===== config.mk =====
export PLATFORM = sky130hd
export DESIGN_NAME = ebsd_strobe_ctrl
export DESIGN_NICKNAME = d
export VERILOG_FILES = /design/src/logic/ebsd_pkg.sv /design/src/logic/ebsd_lane_decode.sv /design/src/logic/ebsd_strobe_ctrl.sv
export SDC_FILE = /design/constraint.sdc
export NUM_CORES = 1
export LEC_CHECK = 0
export BUFFER_PORTS_ARGS = -buffer_cell sky130_fd_sc_hd__buf_4
export CORE_AREA = 2 2 91 93
export DETAILED_ROUTE_END_ITERATION = 12
export DIE_AREA = 0 0 93 95
export HOLD_SLACK_MARGIN = 0.1
export PLACE_DENSITY_LB_ADDON = 0.2
export SLEW_MARGIN = 5
export SYNTH_ARGS = -nofsm -noshare
export SYNTH_HDL_FRONTEND = slang
export SYNTH_SLANG_ARGS = --single-unit

===== constraint.sdc =====
create_clock -name mclk -period 1.2 [get_ports mclk]
set_clock_uncertainty 0.2 [all_clocks]
set_input_delay 0.24 -clock mclk [delete_from_list [all_inputs] [get_ports mclk]]
set_output_delay 0.24 -clock mclk [all_outputs]
set_load 0.01 [all_outputs]

===== src/logic/ebsd_pkg.sv =====
// Shared constants and types for the external bus strobe decoder.
// Assumes one bus clock domain; all users import ebsd_pkg::*.
`default_nettype none
package ebsd_pkg;

    // Kind of space that an internal bus access targets
    typedef enum logic [1:0] {
        EBSD_SP_ROM    = 2'b00,
        EBSD_SP_RAM    = 2'b01,
        EBSD_SP_PERIPH = 2'b10,
        EBSD_SP_EXT    = 2'b11
    } ebsd_space_e;

    // Memory type configured for one chip-select area
    typedef enum logic [1:0] {
        EBSD_MT_NORMAL  = 2'b00,
        EBSD_MT_BYTESEL = 2'b01,
        EBSD_MT_RSVD2   = 2'b10,
        EBSD_MT_RSVD3   = 2'b11
    } ebsd_memtype_e;

    // Data bus width configured for one chip-select area
    typedef enum logic [1:0] {
        EBSD_BW_8    = 2'b00,
        EBSD_BW_16   = 2'b01,
        EBSD_BW_32   = 2'b10,
        EBSD_BW_RSVD = 2'b11
    } ebsd_width_e;

    // Access size from the bus master
    typedef enum logic [1:0] {
        EBSD_SZ_BYTE = 2'b00,
        EBSD_SZ_WORD = 2'b01,
        EBSD_SZ_LONG = 2'b10,
        EBSD_SZ_RSVD = 2'b11
    } ebsd_size_e;

    localparam int EBSD_ADDR_W = 26;
    localparam int EBSD_DATA_W = 32;
    localparam int EBSD_LANES  = 4;
    localparam int EBSD_NUM_CS = 8;
    localparam int EBSD_CFG_W  = 2;

    // Reset and idle values of the pins
    localparam logic                   EBSD_STROBE_IDLE = 1'b1;
    localparam logic                   EBSD_PIN_DRIVE   = 1'b1;
    localparam logic [7:0]             EBSD_CS_IDLE     = 8'hFF;
    localparam logic [7:0]             EBSD_CS_ONE      = 8'h01;
    localparam logic [3:0]             EBSD_LANES_NONE  = 4'h0;
    localparam logic [3:0]             EBSD_LANES_ALL   = 4'hF;
    localparam logic [1:0]             EBSD_PAIR_IDLE   = 2'h3;
    localparam logic [EBSD_ADDR_W-1:0] EBSD_ADDR_RST    = 26'h0000000;
    localparam logic [EBSD_DATA_W-1:0] EBSD_DATA_RST    = 32'h00000000;

    // Two-bit configuration field of area idx inside a packed vector
    function automatic logic [1:0] ebsd_cfg_field(input logic [15:0] vec,
                                                  input logic [2:0]  idx);
        ebsd_cfg_field = vec[{idx, 1'b0} +: 2];
    endfunction

endpackage
`default_nettype wire


===== src/logic/ebsd_lane_decode.sv =====
// Byte-lane decoder for one external access.
// Pure combinational; driven from the same clock domain as its user.
`timescale 1ns/1ps
`default_nettype none
module ebsd_lane_decode
    import ebsd_pkg::*;
(
    input  wire ebsd_pkg::ebsd_width_e width,
    input  wire ebsd_pkg::ebsd_size_e  size,
    input  wire logic [1:0]            addr_lo,
    output logic [3:0]                 lanes
);
    // Lane 3 is D31-D24; lower addresses sit on higher lanes
    function automatic logic [3:0] lane_mask(input ebsd_width_e w,
                                             input ebsd_size_e  s,
                                             input logic [1:0]  a);
        logic [3:0] m;
        m = EBSD_LANES_NONE;
        case (w)
            EBSD_BW_8: m = 4'h1;
            EBSD_BW_16: begin
                if (s == EBSD_SZ_BYTE) m = a[0] ? 4'h1 : 4'h2;
                else                   m = 4'h3;
            end
            EBSD_BW_32: begin
                case (s)
                    EBSD_SZ_BYTE: m = 4'h8 >> a;
                    EBSD_SZ_WORD: m = a[1] ? 4'h3 : 4'hC;
                    default:      m = EBSD_LANES_ALL;
                endcase
            end
            default: m = EBSD_LANES_NONE; // Reserved width drives nothing
        endcase
        return m;
    endfunction

    // Pattern picked from width, size and low address bits (see RULE12)
    always_comb begin
        lanes = lane_mask(width, size, addr_lo);
    end
endmodule
`default_nettype wire


===== src/logic/ebsd_strobe_ctrl.sv =====
// External bus strobe decoder: chip selects, read/write strobes,
// byte strobes, address hold and data lane enables per access.
// Assumes the bus master sits on mclk, holds acc_* stable while
// acc_valid is high, and supplies write data already lane aligned.
`timescale 1ns/1ps
`default_nettype none
// Function
// (RULE1) Internal ROM, RAM, peripheral access: all strobes high, data bus floated.
// (RULE2) Internal access keeps the last external address on the address pins.
// (RULE3) External access: addressed chip select low, others high, cycle strobe low.
// (RULE4) Normal space: read strobe low on reads, direction low on writes.
// (RULE5) 8-bit writes use lowest strobe; 16-bit writes strobe addressed bytes.
// (RULE6) 32-bit writes strobe each addressed lane; reads keep write strobes high.
// (RULE7) Data drives only addressed lanes; unused lanes float.
// (RULE8) 16-bit byte-select SRAM strobes bytes on reads and writes alike.
// (RULE9) 32-bit byte-select SRAM strobes addressed lanes on reads and writes.
// (RULE10) In standby, retained outputs float when the float bit is set.
// (RULE11) In standby, floating control pins are driven when override bits are set.
// (RULE12) Pattern chosen from area type, width, access size and low address.
module ebsd_strobe_ctrl
    import ebsd_pkg::*;
(
    input  wire logic                              mclk,
    input  wire logic                              nrst,
    input  wire logic                              acc_valid,
    input  wire ebsd_pkg::ebsd_space_e             acc_space,
    input  wire logic [2:0]                        acc_area,
    input  wire logic                              acc_write,
    input  wire ebsd_pkg::ebsd_size_e              acc_size,
    input  wire logic [ebsd_pkg::EBSD_ADDR_W-1:0]  acc_addr,
    input  wire logic [ebsd_pkg::EBSD_DATA_W-1:0]  acc_wdata,
    input  wire logic [15:0]                       space_mem_type,
    input  wire logic [15:0]                       space_bus_width,
    input  wire logic                              soft_standby,
    input  wire logic                              standby_float_outputs,
    input  wire logic                              standby_drive_control_pins,
    input  wire logic                              standby_drive_memory_pins,
    input  wire logic                              standby_drive_clock_pin,
    output logic [7:0]                             space_select_n,
    output logic                                   bus_cycle_strobe_n,
    output logic [1:0]                             row_strobe_n,
    output logic [1:0]                             column_strobe_n,
    output logic                                   data_mask_byte3,
    output logic                                   data_mask_byte2,
    output logic                                   data_mask_byte1,
    output logic                                   data_mask_byte0,
    output logic                                   address_latch_hold_n,
    output logic                                   read_write_dir,
    output logic                                   read_strobe_n,
    output logic                                   write_strobe_byte3_n,
    output logic                                   write_strobe_byte2_n,
    output logic                                   write_strobe_byte1_n,
    output logic                                   write_strobe_byte0_n,
    output logic [ebsd_pkg::EBSD_ADDR_W-1:0]       ext_addr,
    output logic [ebsd_pkg::EBSD_DATA_W-1:0]       ext_data_out,
    output logic [3:0]                             ext_data_oe,
    output logic                                   strobe_oe,
    output logic                                   memctl_oe,
    output logic                                   addr_oe,
    output logic                                   bus_clock_oe
);
    import ebsd_pkg::*;

    logic [7:0]             cs_r,    cs_nxt;
    logic                   bs_r,    bs_nxt;
    logic                   dir_r,   dir_nxt;
    logic                   rd_r,    rd_nxt;
    logic [3:0]             wr_r,    wr_nxt;
    logic [EBSD_ADDR_W-1:0] addr_r,  addr_nxt;
    logic [EBSD_DATA_W-1:0] dout_r,  dout_nxt;
    logic [3:0]             doe_r,   doe_nxt;
    logic                   sto_r,   sto_nxt;
    logic                   mco_r,   mco_nxt;
    logic                   ado_r,   ado_nxt;
    logic                   cko_r,   cko_nxt;
    logic                   idle_r,  idle_nxt;
    logic                   ext_acc;
    logic                   bytesel;
    logic [3:0]             lanes;
    ebsd_width_e            area_width;
    ebsd_memtype_e          area_type;

    // Area configuration of the addressed chip select
    assign area_width = ebsd_width_e'(ebsd_cfg_field(space_bus_width, acc_area));
    assign area_type  = ebsd_memtype_e'(ebsd_cfg_field(space_mem_type, acc_area));
    assign ext_acc    = acc_valid && (acc_space == EBSD_SP_EXT) && !soft_standby;
    assign bytesel    = (area_type == EBSD_MT_BYTESEL);

    ebsd_lane_decode u_lanes (
        .width   (area_width),
        .size    (acc_size),
        .addr_lo (acc_addr[1:0]),
        .lanes   (lanes)
    );

    // Strobe, address and data next values; idle unless an external access
    always_comb begin
        cs_nxt   = EBSD_CS_IDLE;                 // see RULE1
        bs_nxt   = EBSD_STROBE_IDLE;
        dir_nxt  = EBSD_STROBE_IDLE;
        rd_nxt   = EBSD_STROBE_IDLE;
        wr_nxt   = EBSD_LANES_ALL;
        doe_nxt  = EBSD_LANES_NONE;              // see RULE1
        dout_nxt = dout_r;
        addr_nxt = addr_r;                       // see RULE2
        if (ext_acc) begin
            cs_nxt   = ~(EBSD_CS_ONE << acc_area); // see RULE3
            bs_nxt   = 1'b0;                       // see RULE3
            dir_nxt  = !acc_write;                 // see RULE4
            rd_nxt   = acc_write;                  // see RULE4
            addr_nxt = acc_addr;
            // Byte-select SRAM strobes on reads too (see RULE8) (see RULE9)
            if (acc_write || bytesel) begin
                wr_nxt = ~lanes;                   // see RULE5 and RULE6
            end
            if (acc_write) begin
                doe_nxt  = lanes;                  // see RULE7
                dout_nxt = acc_wdata;
            end
        end
    end

    // Strobe group registers
    always_ff @(posedge mclk or negedge nrst) begin
        if (!nrst) begin
            cs_r   <= EBSD_CS_IDLE;
            bs_r   <= EBSD_STROBE_IDLE;
            dir_r  <= EBSD_STROBE_IDLE;
            rd_r   <= EBSD_STROBE_IDLE;
            wr_r   <= EBSD_LANES_ALL;
            addr_r <= EBSD_ADDR_RST;
            dout_r <= EBSD_DATA_RST;
            doe_r  <= EBSD_LANES_NONE;
        end else begin
            cs_r   <= cs_nxt;
            bs_r   <= bs_nxt;
            dir_r  <= dir_nxt;
            rd_r   <= rd_nxt;
            wr_r   <= wr_nxt;
            addr_r <= addr_nxt;
            dout_r <= dout_nxt;
            doe_r  <= doe_nxt;
        end
    end

    // Pin enables; standby bits come from same-clock logic, no sync needed
    always_comb begin
        sto_nxt = !soft_standby || standby_drive_memory_pins;   // see RULE11
        mco_nxt = !soft_standby || standby_drive_control_pins;  // see RULE11
        cko_nxt = !soft_standby || standby_drive_clock_pin;     // see RULE11
        ado_nxt = !(soft_standby && standby_float_outputs);     // see RULE10
        idle_nxt = EBSD_STROBE_IDLE;                            // see RULE1
    end

    // Enable group registers; pins driven from reset on
    always_ff @(posedge mclk or negedge nrst) begin
        if (!nrst) begin
            sto_r  <= EBSD_PIN_DRIVE;
            mco_r  <= EBSD_PIN_DRIVE;
            ado_r  <= EBSD_PIN_DRIVE;
            cko_r  <= EBSD_PIN_DRIVE;
            idle_r <= EBSD_STROBE_IDLE;
        end else begin
            sto_r  <= sto_nxt;
            mco_r  <= mco_nxt;
            ado_r  <= ado_nxt;
            cko_r  <= cko_nxt;
            idle_r <= idle_nxt;
        end
    end

    // Dynamic-memory pins never act here; one idle flop keeps them registered
    assign row_strobe_n         = {2{idle_r}};
    assign column_strobe_n      = {2{idle_r}};
    assign data_mask_byte3      = idle_r;
    assign data_mask_byte2      = idle_r;
    assign data_mask_byte1      = idle_r;
    assign data_mask_byte0      = idle_r;
    assign address_latch_hold_n = idle_r;

    // Registered pin outputs
    assign space_select_n       = cs_r;
    assign bus_cycle_strobe_n   = bs_r;
    assign read_write_dir       = dir_r;
    assign read_strobe_n        = rd_r;
    assign write_strobe_byte3_n = wr_r[3];
    assign write_strobe_byte2_n = wr_r[2];
    assign write_strobe_byte1_n = wr_r[1];
    assign write_strobe_byte0_n = wr_r[0];
    assign ext_addr             = addr_r;
    assign ext_data_out         = dout_r;
    assign ext_data_oe          = doe_r;
    assign strobe_oe            = sto_r;
    assign memctl_oe            = mco_r;
    assign addr_oe              = ado_r;
    assign bus_clock_oe         = cko_r;
endmodule
`default_nettype wire


==> run_results.csv, run 1 <==
group,metric,value,unit
finish,multi_input_area,1540,sq um
synth,synth-async-reset-ratio,100,%
critical_path,crit_type,"in2reg",
synth,yosys.cell_types.count,39,
finish,layout.cells.non_filler,720,
power,p_clk_share,25.9,%
critical_path,critPathCaptureType,"register",
detailed_routing,vias,3529,
synth,synth_top_family_by_area,"simple AND/OR/NAND/NOR gates",
clocking,cts_buffers,9,
critical_path,crit_buf_inv,2,
power,power_density,1240,nW/um^2
finish,regArea,2050,sq um
timing,final-hold-violation-count,0,
clocking,clk_latency,0.35,ns
synth,ys_seq_area_share,60.6,%
global_routing,grt_start_max_net_pins,32,
detailed_routing,drtAntennaViolNets,0,
critical_path,r2r-start,"ext_data_out[21]$_DFFE_PN0P_",
power,p_sw,2.41,mW
global_routing,grt_util_all_layers,26.3,%
detailed_routing,drt_iter0_drc,98,
power,switching_share,28.1,%
placement,portBuffers,186,
placement,dpl.hpwl,6750,microns
timing,setup_viol,110,
floorplanning,rows,33,
synth,yosys.area_share.simple,17.6,%
critical_path,startpoint,"acc_area[0]",
finish,layout-drive-gt1-share,55.7,%
clocking,cts.clk_slew.worst_paths,0.08,ns
synth,yosys.area_share.adder,0,%
critical_path,arrival,1.61,ns
clocking,htreeDepth,3,
finish,areaGrowthSynthToFinish,105,%
global_routing,grt_pass1_wl,17600,microns
timing,fmax,653,MHz
power,p_total,8.57,mW
detailed_routing,wl_per_cell,17.9,microns
power,p_leak,3.46,nW
detailed_routing,wl,12900,microns
outcome,violations,"negative setup slack",
timing,period_needed,1.53,ns
floorplanning,start_util,42.7,%
synth,synth_compound_area_share,3.99,%
detailed_routing,met2WireLength,7140,microns
synth,muxShareOfSynthArea,13.3,%
floorplanning,die-width,93,microns
critical_path,max_stage_delay,0.34,ns
critical_path,cp_slowest_cell,"a22oi_2",
critical_path,start_kind,"primary input",
placement,gp_congestion,0.847,
critical_path,path_delay_family,"compound AO/OA/AOI/OAI gates",
detailed_routing,via_per_inst,4.90,
synth,synth-xor-area-share,0,%
floorplanning,die_area,8840,sq um
clocking,cts_tree,"yes",
timing,final.period_utilization,128,%
synth,ys_warn_count,0,
synth,ys_seq_elements,81,
global_routing,grt_overflow,0,
detailed_routing,route.detailed.drc,0,
power,p_int,6.16,mW
critical_path,cp_cell_sequence,"buf_12 -> nor2b_4 -> a22oi_2 -> o211ai_1 -> mux2i_1 -> buf_4 -> nand3_4",
synth,ys.flop_type,"dfrtp_1",
synth,syn_area,3380,sq um
power,power_frac_seq,40.8,%
synth,syn_inst,299,
detailed_routing,drtPass1Iterations,4,
finish,final_util,87.4,%
clocking,clock-sinks,81,
placement,dp_cells,603,
power,ir_drop,0.728,mV
floorplanning,ios,196,
finish,num-fill-cells,376,
timing,rsz0062_at_grt,"true",
synth,syn_avg_cell_area,11.3,sq um
clocking,cts-root-buf,"clkbuf_8",
timing,slew_viol_final,0,
hold_path,hold_start,"acc_area[0]",
critical_path,rrSetupSlack,0.07,ns
clocking,cts_max_path_buffers,2,
run,drv_cap,0,
hold_path,hold_path.class,"in2reg",
placement,preCtsSetupSlack,-0.538,ns
finish,nNetsFinal,715,
power,pwr-share-comb,33.3,%
global_routing,grt_pass1_vias,3576,
floorplanning,core,7930,sq um
timing,post-route-worst-setup-slack,-0.332,ns
detailed_routing,routed.top_layer,"met4",
critical_path,cp.required,1.28,ns
detailed_routing,wl_met3,648,microns
synth,synth_edf_count,0,
global_routing,antenna_found_initial,1,
detailed_routing,wl_met1,4510,microns
floorplanning,die_h,95,microns
critical_path,critPathMaxFanout,8,
outcome,status,"finished, violations left",
-- path summary, 6_finish.rpt --
path,to,cells past startpoint
worst min-delay path,space_select_n[0]$_DFF_PN1_,4
worst max-delay path,wr_r[1]$_DFF_PN1_,7
worst max register to register,ext_data_out[21]$_DFFE_PN0P_,2
max in group asynchronous,addr_oe$_DFF_PN1_,3
min in group asynchronous,ext_addr[22]$_DFFE_PN0P_,2
worst min register to register,ext_addr[25]$_DFFE_PN0P_,2
-- Yosys cell counts, drive strengths merged (2+ instances only) --
library cell | count | share of area (%)
a21oi | 3 | 0.44
a22oi | 4 | 1.2
buf | 19 | 3.7
clkbuf | 3 | 0.33
dfrtp | 62 | 46
dfstp | 19 | 15
inv | 4 | 0.44
mux2 | 32 | 11
mux2i | 9 | 2.7
nand2 | 89 | 9.9
nand2b | 8 | 1.5
nand3 | 5 | 0.74
nand3b | 2 | 0.44
nor2 | 11 | 1.2
nor2b | 2 | 0.37
nor3 | 5 | 0.74
nor3b | 4 | 0.89
nor4 | 2 | 0.55
o211ai | 2 | 0.44
-- cell usage in the layout (no fill, tap or decap), drive strengths merged, types with 4 or more instances in the layout --
master / n
dfrtp: 62
nor2: 11
nand2: 93
mux2i: 9
nor3: 5
conb: 9
dlygate4sd3: 66
nor3b: 4
dfstp: 19
clkinv: 4
nand2b: 8
inv: 4
buf: 243
clkbuf: 9
mux2: 32
a22oi: 4
nand3: 5
-- worst reg2reg max path, cell delays in order, from the launching register on --
cell and delay, ns:
dfrtp_1 0.41, buf_4 0.15, mux2_4 0.26
-- kinds of logic after synthesis --
group | after synthesis
simple gates | 133
buf+inv | 26
mux | 41
flops | 81
other cells | 1
compound gates | 17
-- sequential cells by signal, indices dropped and copies added (netlist names) --
signal,cells
wr_r,4
memctl_oe,1
ext_data_oe,4
read_write_dir,1
space_select_n,8
ext_data_out,32
strobe_oe,1
read_strobe_n,1
addr_oe,1
bus_cycle_strobe_n,1
ext_addr,26
bus_clock_oe,1
-- layout make-up --
type / instances / area share [%]
repair buffers: 309 / 42.8
well taps: 105 / 1.90
clock buffers: 9 / 1.79
diodes: 1 / 0.0361
clock inverters: 7 / 1.37
multi-input cells: 204 / 22.2
inverters: 4 / 0.289
flip-flops and latches: 81 / 29.6
-- power groups by stage --
stage	clock network, mW	logic, mW	registers (mW)
floorplan	0	0.604	3.63
global placement	0	1.94	3.41
detailed placement	0	1.97	3.44
CTS	2.23	2.53	3.47
global route	2.37	3.03	3.54
finish	2.22	2.86	3.50
-- layer usage --
metal	vias to the layer above	GRT usage (%)
li1	1601	-
met4	0	11.8
met3	47	4.39
met1	1712	28.7
met5	-	0
met2	169	50.1
-- stage by stage --
step / hold WS [ns] / setup TNS [ns] / instance area, sq um
3_3_place_gp: -0.0655 / -31.66 / 5150
6_report: 0.0663 / -14.35 / 6930
5_1_grt: 0.0578 / -16.86 / 6930
3_5_place_dp: -0.0629 / -32.52 / 5150
2_1_floorplan: -0.256 / -10.89 / 3590
4_1_cts: 0.0670 / -12.22 / 6580
-- timing repair --
item                                    4_1_cts  5_1_grt
pin swaps                                     8       12
endpoints found under the hold margin       153        3
buffers inserted                              8       21
endpoints found under the setup margin      130      105
gates resized for setup                     107       34
hold buffers                                 66        1
cloned                                        4        1
No activity file was read; power rests on OpenSTA's default activity.
==> inputs of run 2 (changes only) <==
Settings changed: CORE_AREA 2 2 91 93 to 2 2 88 90, DIE_AREA 0 0 93 95 to 0 0 90 92.
Clock period 1.2 ns to 1.9 ns, I/O delays scaled along.
==> run 2 against run 1 <==
  * The run now ends clean
  * Largest power group unchanged
  * Largest cell class unchanged
  * Register-to-register slack improved by 0.82 ns
  * Critical path type unchanged
  * Clock power fell by 48%
  * Die area fell by 6.3%
  * Highest routed layer unchanged
==> run_results.csv, run 2 (synthesis gave the netlist of run 1 again) <==
group,metric,value,unit
finish,final_cell_mix,"196 x buf_4, 88 x nand2_1, 66 x dlygate4sd3_1",
timing,fin_setup_tns,0,ns
finish,nNetsFinal,666,
detailed_routing,wl,10000,microns
timing,setup_viol,0,
critical_path,start_kind,"primary input",
critical_path,arrival,1.94,ns
critical_path,cp.required,1.98,ns
timing,rsz0062_at_grt,"false",
critical_path,critPathCaptureType,"register",
hold_path,hold_depth,4,
global_routing,antenna_found_initial,0,
placement,gp_congestion,0.845,
clocking,cts_max_path_buffers,2,
hold_path,hold_path.class,"in2reg",
floorplanning,die-width,90,microns
floorplanning,start_util,45.4,%
clocking,clk_latency,0.34,ns
finish,layout-drive-gt1-share,46.9,%
power,power_density,800,nW/um^2
floorplanning,core,7450,sq um
placement,portBuffers,186,
clocking,htreeDepth,3,
detailed_routing,route.detailed.drc,0,
timing,fmax,538,MHz
timing,period_needed,1.86,ns
critical_path,rrSetupSlack,0.89,ns
detailed_routing,wl_per_cell,15.0,microns
run,drv_cap,0,
hold_path,hold_path_end,"wr_r[1]$_DFF_PN1_",
timing,slew_viol_final,0,
detailed_routing,drtPass1Iterations,4,
critical_path,r2r-start,"ext_data_out[18]$_DFFE_PN0P_",
detailed_routing,drtAntennaViolNets,0,
clocking,postCtsSetupRepairBufs,0,
floorplanning,ios,196,
finish,final_util,77.5,%
outcome,status,"finished, final reports clean",
critical_path,critPathMaxFanout,5,
global_routing,grt_pass1_vias,3315,
detailed_routing,vias,3160,
timing,final-hold-violation-count,0,
finish,areaGrowthSynthToFinish,70.5,%
critical_path,r2r-end,"ext_data_out[18]$_DFFE_PN0P_",
finish,largest_reg_flops,32,
power,ir_drop,0.596,mV
power,p_leak,2.90,nW
clocking,cts_tree,"yes",
finish,layout.cells.non_filler,667,
global_routing,grt_pass1_wl,15900,microns
hold_path,hold_start,"acc_size[0]",
placement,dpl.hpwl,6500,microns
global_routing,grt_overflow,0,
detailed_routing,via_per_inst,4.74,
floorplanning,rows,32,
finish,num_antenna_cells,0,
global_routing,grt_util_all_layers,24.4,%
timing,final.period_utilization,97.7,%
critical_path,ff2ff_path_depth,1,
floorplanning,die_area,8280,sq um
clocking,cts-root-buf,"clkbuf_8",
clocking,clock-sinks,81,
global_routing,grt_start_max_net_pins,82,
detailed_routing,drt_iter0_drc,127,
critical_path,crit_type,"in2reg",
placement,dp_cells,585,
clocking,cts.clk_slew.worst_paths,0.08,ns
floorplanning,die_h,92,microns
finish,final_common_cell,"buf_4",
clocking,cts_buffers,9,
## run 2: cell types whose count changed in the layout (fill, tap and decap cells not counted), sizes merged
| cell | previous run | this run |
|---|---|---|
| clkinv | 4 | 0 |
| diode | 1 | 0 |
| bufinv | 2 | 0 |
| clkinvlp | 1 | 4 |
| buf | 243 | 198 |
| nand2 | 93 | 89 |
| clkbuf | 9 | 10 |
| inv | 4 | 6 |
## run 2: worst max-delay path by stage
stage	from	end	slack (ns)	depth (start not counted)
4_1_cts	acc_addr[0]	wr_r[0]$_DFF_PN1_	0.04	7
3_5_place_dp	acc_area[1]	ext_data_oe[3]$_DFF_PN0_	0.003	6
3_3_place_gp	acc_area[1]	ext_data_oe[0]$_DFF_PN0_	0.07	6
5_1_grt	acc_write	wr_r[3]$_DFF_PN1_	0.007	6
6_report	acc_write	wr_r[3]$_DFF_PN1_	0.04	6
2_1_floorplan	acc_space[0]	ext_data_out[10]$_DFFE_PN0P_	0.16	5
## run 2: routing by layer
| metal | up-vias | track usage (%) | routed length [microns] | part of all wire (%) |
|---|---|---|---|---|
| met4 | 0 | 9.74 | 243 | 2.4 |
| li1 | 1493 | - | - | - |
| met5 | - | 0 | 0 | 0 |
| met3 | 21 | 4.93 | 552 | 5.5 |
| met2 | 130 | 44.3 | 5390 | 54 |
| met1 | 1516 | 28.3 | 3830 | 38 |
## run 2: worst max-delay path, cell delays in order
cell and delay (ns):
dlygate4sd3_1 0.55, buf_4 0.16, nor4_1 0.37, a221oi_1 0.12, and3_1 0.25, nand3b_1 0.10
## run 2: per-stage QoR
step	setup WS [ns]	cell area [sq um]	total power, mW	hold slack [ns]
2_1_floorplan	0.157	3410	2.63	-0.116
3_3_place_gp	0.0699	4920	3.31	0.242
3_5_place_dp	0.00266	4920	3.36	0.241
4_1_cts	0.0432	5770	4.63	0.128
5_1_grt	0.00732	5770	4.85	0.169
6_report	0.0430	5770	4.62	0.152
## run 2: final cells by class
type | count | area [sq um]
multi-input combinational | 200 | 1220
fill | 513 | 1680
inverter | 4 | 15.0
clock inverter | 6 | 50.0
sequential | 81 | 2050
timing repair buffer | 264 | 2170
clock buffer | 10 | 138
tap | 102 | 128
## run 2: power breakdown
part | internal (mW) | total, mW | switching, mW | leakage, nW
logic | 0.760 | 1.30 | 0.545 | 1.84
clock network | 0.523 | 1.16 | 0.641 | 0.0831
registers | 2.00 | 2.15 | 0.148 | 0.975
total | 3.28 | 4.62 | 1.33 | 2.90
## run 2: what timing repair did
| action | 4_1_cts | 5_1_grt |
|---|---|---|
| setup endpoints to repair | 0 | 1 |
| endpoints found under the hold margin | 125 | 0 |
| hold buffers | 66 | 0 |
| resized for setup | 0 | 1 |
==> inputs of run 3 (changes only) <==
Settings changed: CORE_AREA 2 2 88 90 to 10 10 96 98, DIE_AREA 0 0 90 92 to 0 0 106 108.
==> run 3 against run 2 <==
  * Sequential share of layout area shrank 0.38 points
  * Critical path type unchanged
  * First-iteration DRC count shrank 7.1%
  * Clock-buffer cell count is the same
  * Design area grew 1.1%
  * Fmax grew 2.5%
  * Hold slack gained 0.0014 ns
  * Non-clock buffer count grew 1
  * Core utilization grew 0.84 points
  * Largest power group unchanged
==> run_results.csv, run 3 (synthesis gave the netlist of run 1 again) <==
group,metric,value,unit
finish,layout-drive-gt1-share,47.0,%
critical_path,arrival,1.89,ns
power,power_density,832,nW/um^2
floorplanning,ios,196,
timing,rsz0062_at_grt,"false",
critical_path,cp.required,1.98,ns
placement,dpl.hpwl,8290,microns
timing,fin_setup_tns,0,ns
clocking,htreeDepth,3,
floorplanning,die_area,11400,sq um
clocking,cts_buffers,9,
power,p_total,4.85,mW
detailed_routing,drt_iter0_drc,118,
hold_path,hold_start,"acc_size[0]",
clocking,cts_max_path_buffers,2,
global_routing,grt_pass1_vias,3566,
floorplanning,die-width,106,microns
detailed_routing,drtPass1Iterations,4,
global_routing,grt_start_max_net_pins,30,
timing,period_needed,1.81,ns
timing,fmax,552,MHz
detailed_routing,via_per_inst,4.66,
hold_path,hold_path_end,"wr_r[1]$_DFF_PN1_",
floorplanning,core,7450,sq um
hold_path,hold_depth,4,
critical_path,r2r-start,"ext_data_out[5]$_DFFE_PN0P_",
critical_path,rrSetupSlack,0.88,ns
placement,portBuffers,186,
global_routing,grt_util_all_layers,19.4,%
critical_path,ff2ff_path_depth,1,
global_routing,grt_overflow,0,
detailed_routing,vias,3113,
power,power_frac_seq,44.2,%
clocking,cts-root-buf,"clkbuf_8",
finish,final_cell_mix,"196 x buf_4, 88 x nand2_1, 64 x dlygate4sd3_1",
finish,areaGrowthSynthToFinish,72.3,%
timing,hold_slack,0.153,ns
finish,final_common_cell,"buf_4",
clocking,clk_latency,0.34,ns
run,drv_cap,0,
clocking,cts_tree,"yes",
finish,layout.cells.non_filler,668,
hold_path,hold_path.class,"in2reg",
placement,dp_cells,587,
power,pwr-share-comb,27.6,%
power,p_sw,1.34,mW
detailed_routing,wl_per_cell,17.3,microns
critical_path,critPathMaxFanout,5,
critical_path,critPathCaptureType,"register",
floorplanning,start_util,45.4,%
power,p_leak,2.95,nW
timing,final.period_utilization,95.4,%
clocking,cts.clk_slew.worst_paths,0.08,ns
outcome,status,"finished, final reports clean",
detailed_routing,drtAntennaViolNets,0,
critical_path,crit_type,"in2reg",
finish,num_antenna_cells,0,
finish,largest_reg_flops,32,
timing,final-hold-violation-count,0,
critical_path,r2r-end,"ext_data_out[5]$_DFFE_PN0P_",
clocking,clock-sinks,81,
power,p_int,3.51,mW
power,ir_drop,0.625,mV
finish,nNetsFinal,667,
global_routing,antenna_found_initial,0,
floorplanning,die_h,108,microns
placement,gp_congestion,0.779,
detailed_routing,route.detailed.drc,0,
critical_path,start_kind,"primary input",
timing,setup_viol,0,
detailed_routing,wl,11600,microns
power,p_clk_share,28.2,%
power,switching_share,27.6,%
global_routing,grt_pass1_wl,17800,microns
timing,slew_viol_final,0,
floorplanning,rows,32,
==> run 3: cell count changes in the layout (fill, tap and decap cells not counted), moves of 2 or more <==
cell,previous run,this run
clkinvlp_4,4,0
dlygate4sd3_1,66,64
dlymetal6s4s_1,0,2
bufinv_16,0,2
clkinv_4,0,2
==> run 3: timing repair <==
item	in CTS	in global routing
buffers inserted	0	1
endpoints found under the setup margin	0	5
gates resized for setup	0	4
endpoints found under the hold margin	110	0
hold buffers	66	0
==> run 3: power groups by stage <==
stage	Clock [mW]	Sequential, mW	Combinational, mW
after CTS	1.39	2.14	1.34
final	1.37	2.15	1.34
after global placement	0	2.15	1.20
after detailed placement	0	2.17	1.22
after global routing	1.46	2.18	1.45
after floorplan	0	2.29	0.336
==> run 3: layout make-up <==
cell class	instances	area [sq um]
Clock inverter	6	91.3
Fill cell	477	1620
Timing Repair Buffer	265	2200
Clock buffer	10	128
Sequential cell	81	2050
Multi-Input combinational cell	200	1220
Inverter	4	15.0
Tap cell	102	128
==> run 3: per-stage QoR <==
| stage | utilization [%] | setup slack (ns) | area, sq um |
|---|---|---|---|
| final | 78.3 | 0.0877 | 5830 |
| after global routing | 78.3 | 0.0112 | 5830 |
| after CTS | 78.2 | 0.0220 | 5830 |
| after detailed placement | 66.4 | -0.0810 | 4950 |
| after global placement | 66.4 | 0.0387 | 4950 |
| after floorplan | - | 0.157 | 3410 |
==> run 3: how the worst max path moves through the flow <==
stage / slack (ns) / start / to
after detailed placement: -0.08 / acc_area[1] / wr_r[0]$_DFF_PN1_
after CTS: 0.02 / acc_addr[0] / wr_r[0]$_DFF_PN1_
after global routing: 0.01 / acc_write / wr_r[3]$_DFF_PN1_
after global placement: 0.04 / acc_area[1] / ext_data_oe[0]$_DFF_PN0_
after floorplan: 0.16 / acc_space[0] / ext_data_out[10]$_DFFE_PN0P_
final: 0.09 / acc_write / wr_r[3]$_DFF_PN1_
==> run 3: worst max-delay path, stage by stage <==
cell	delay, ns
dlygate4sd3_1	0.56
buf_4	0.17
nor4_2	0.32
a221oi_1	0.11
and3_1	0.25
nand3b_1	0.10
==> run 3: routing by layer <==
metal	track usage, %	vias to the layer above	routed length (microns)
met5	0	-	0
met2	35.6	120	6160
met4	7.93	0	295
li1	-	1495	-
met3	6.66	23	905
met1	20.0	1475	4220
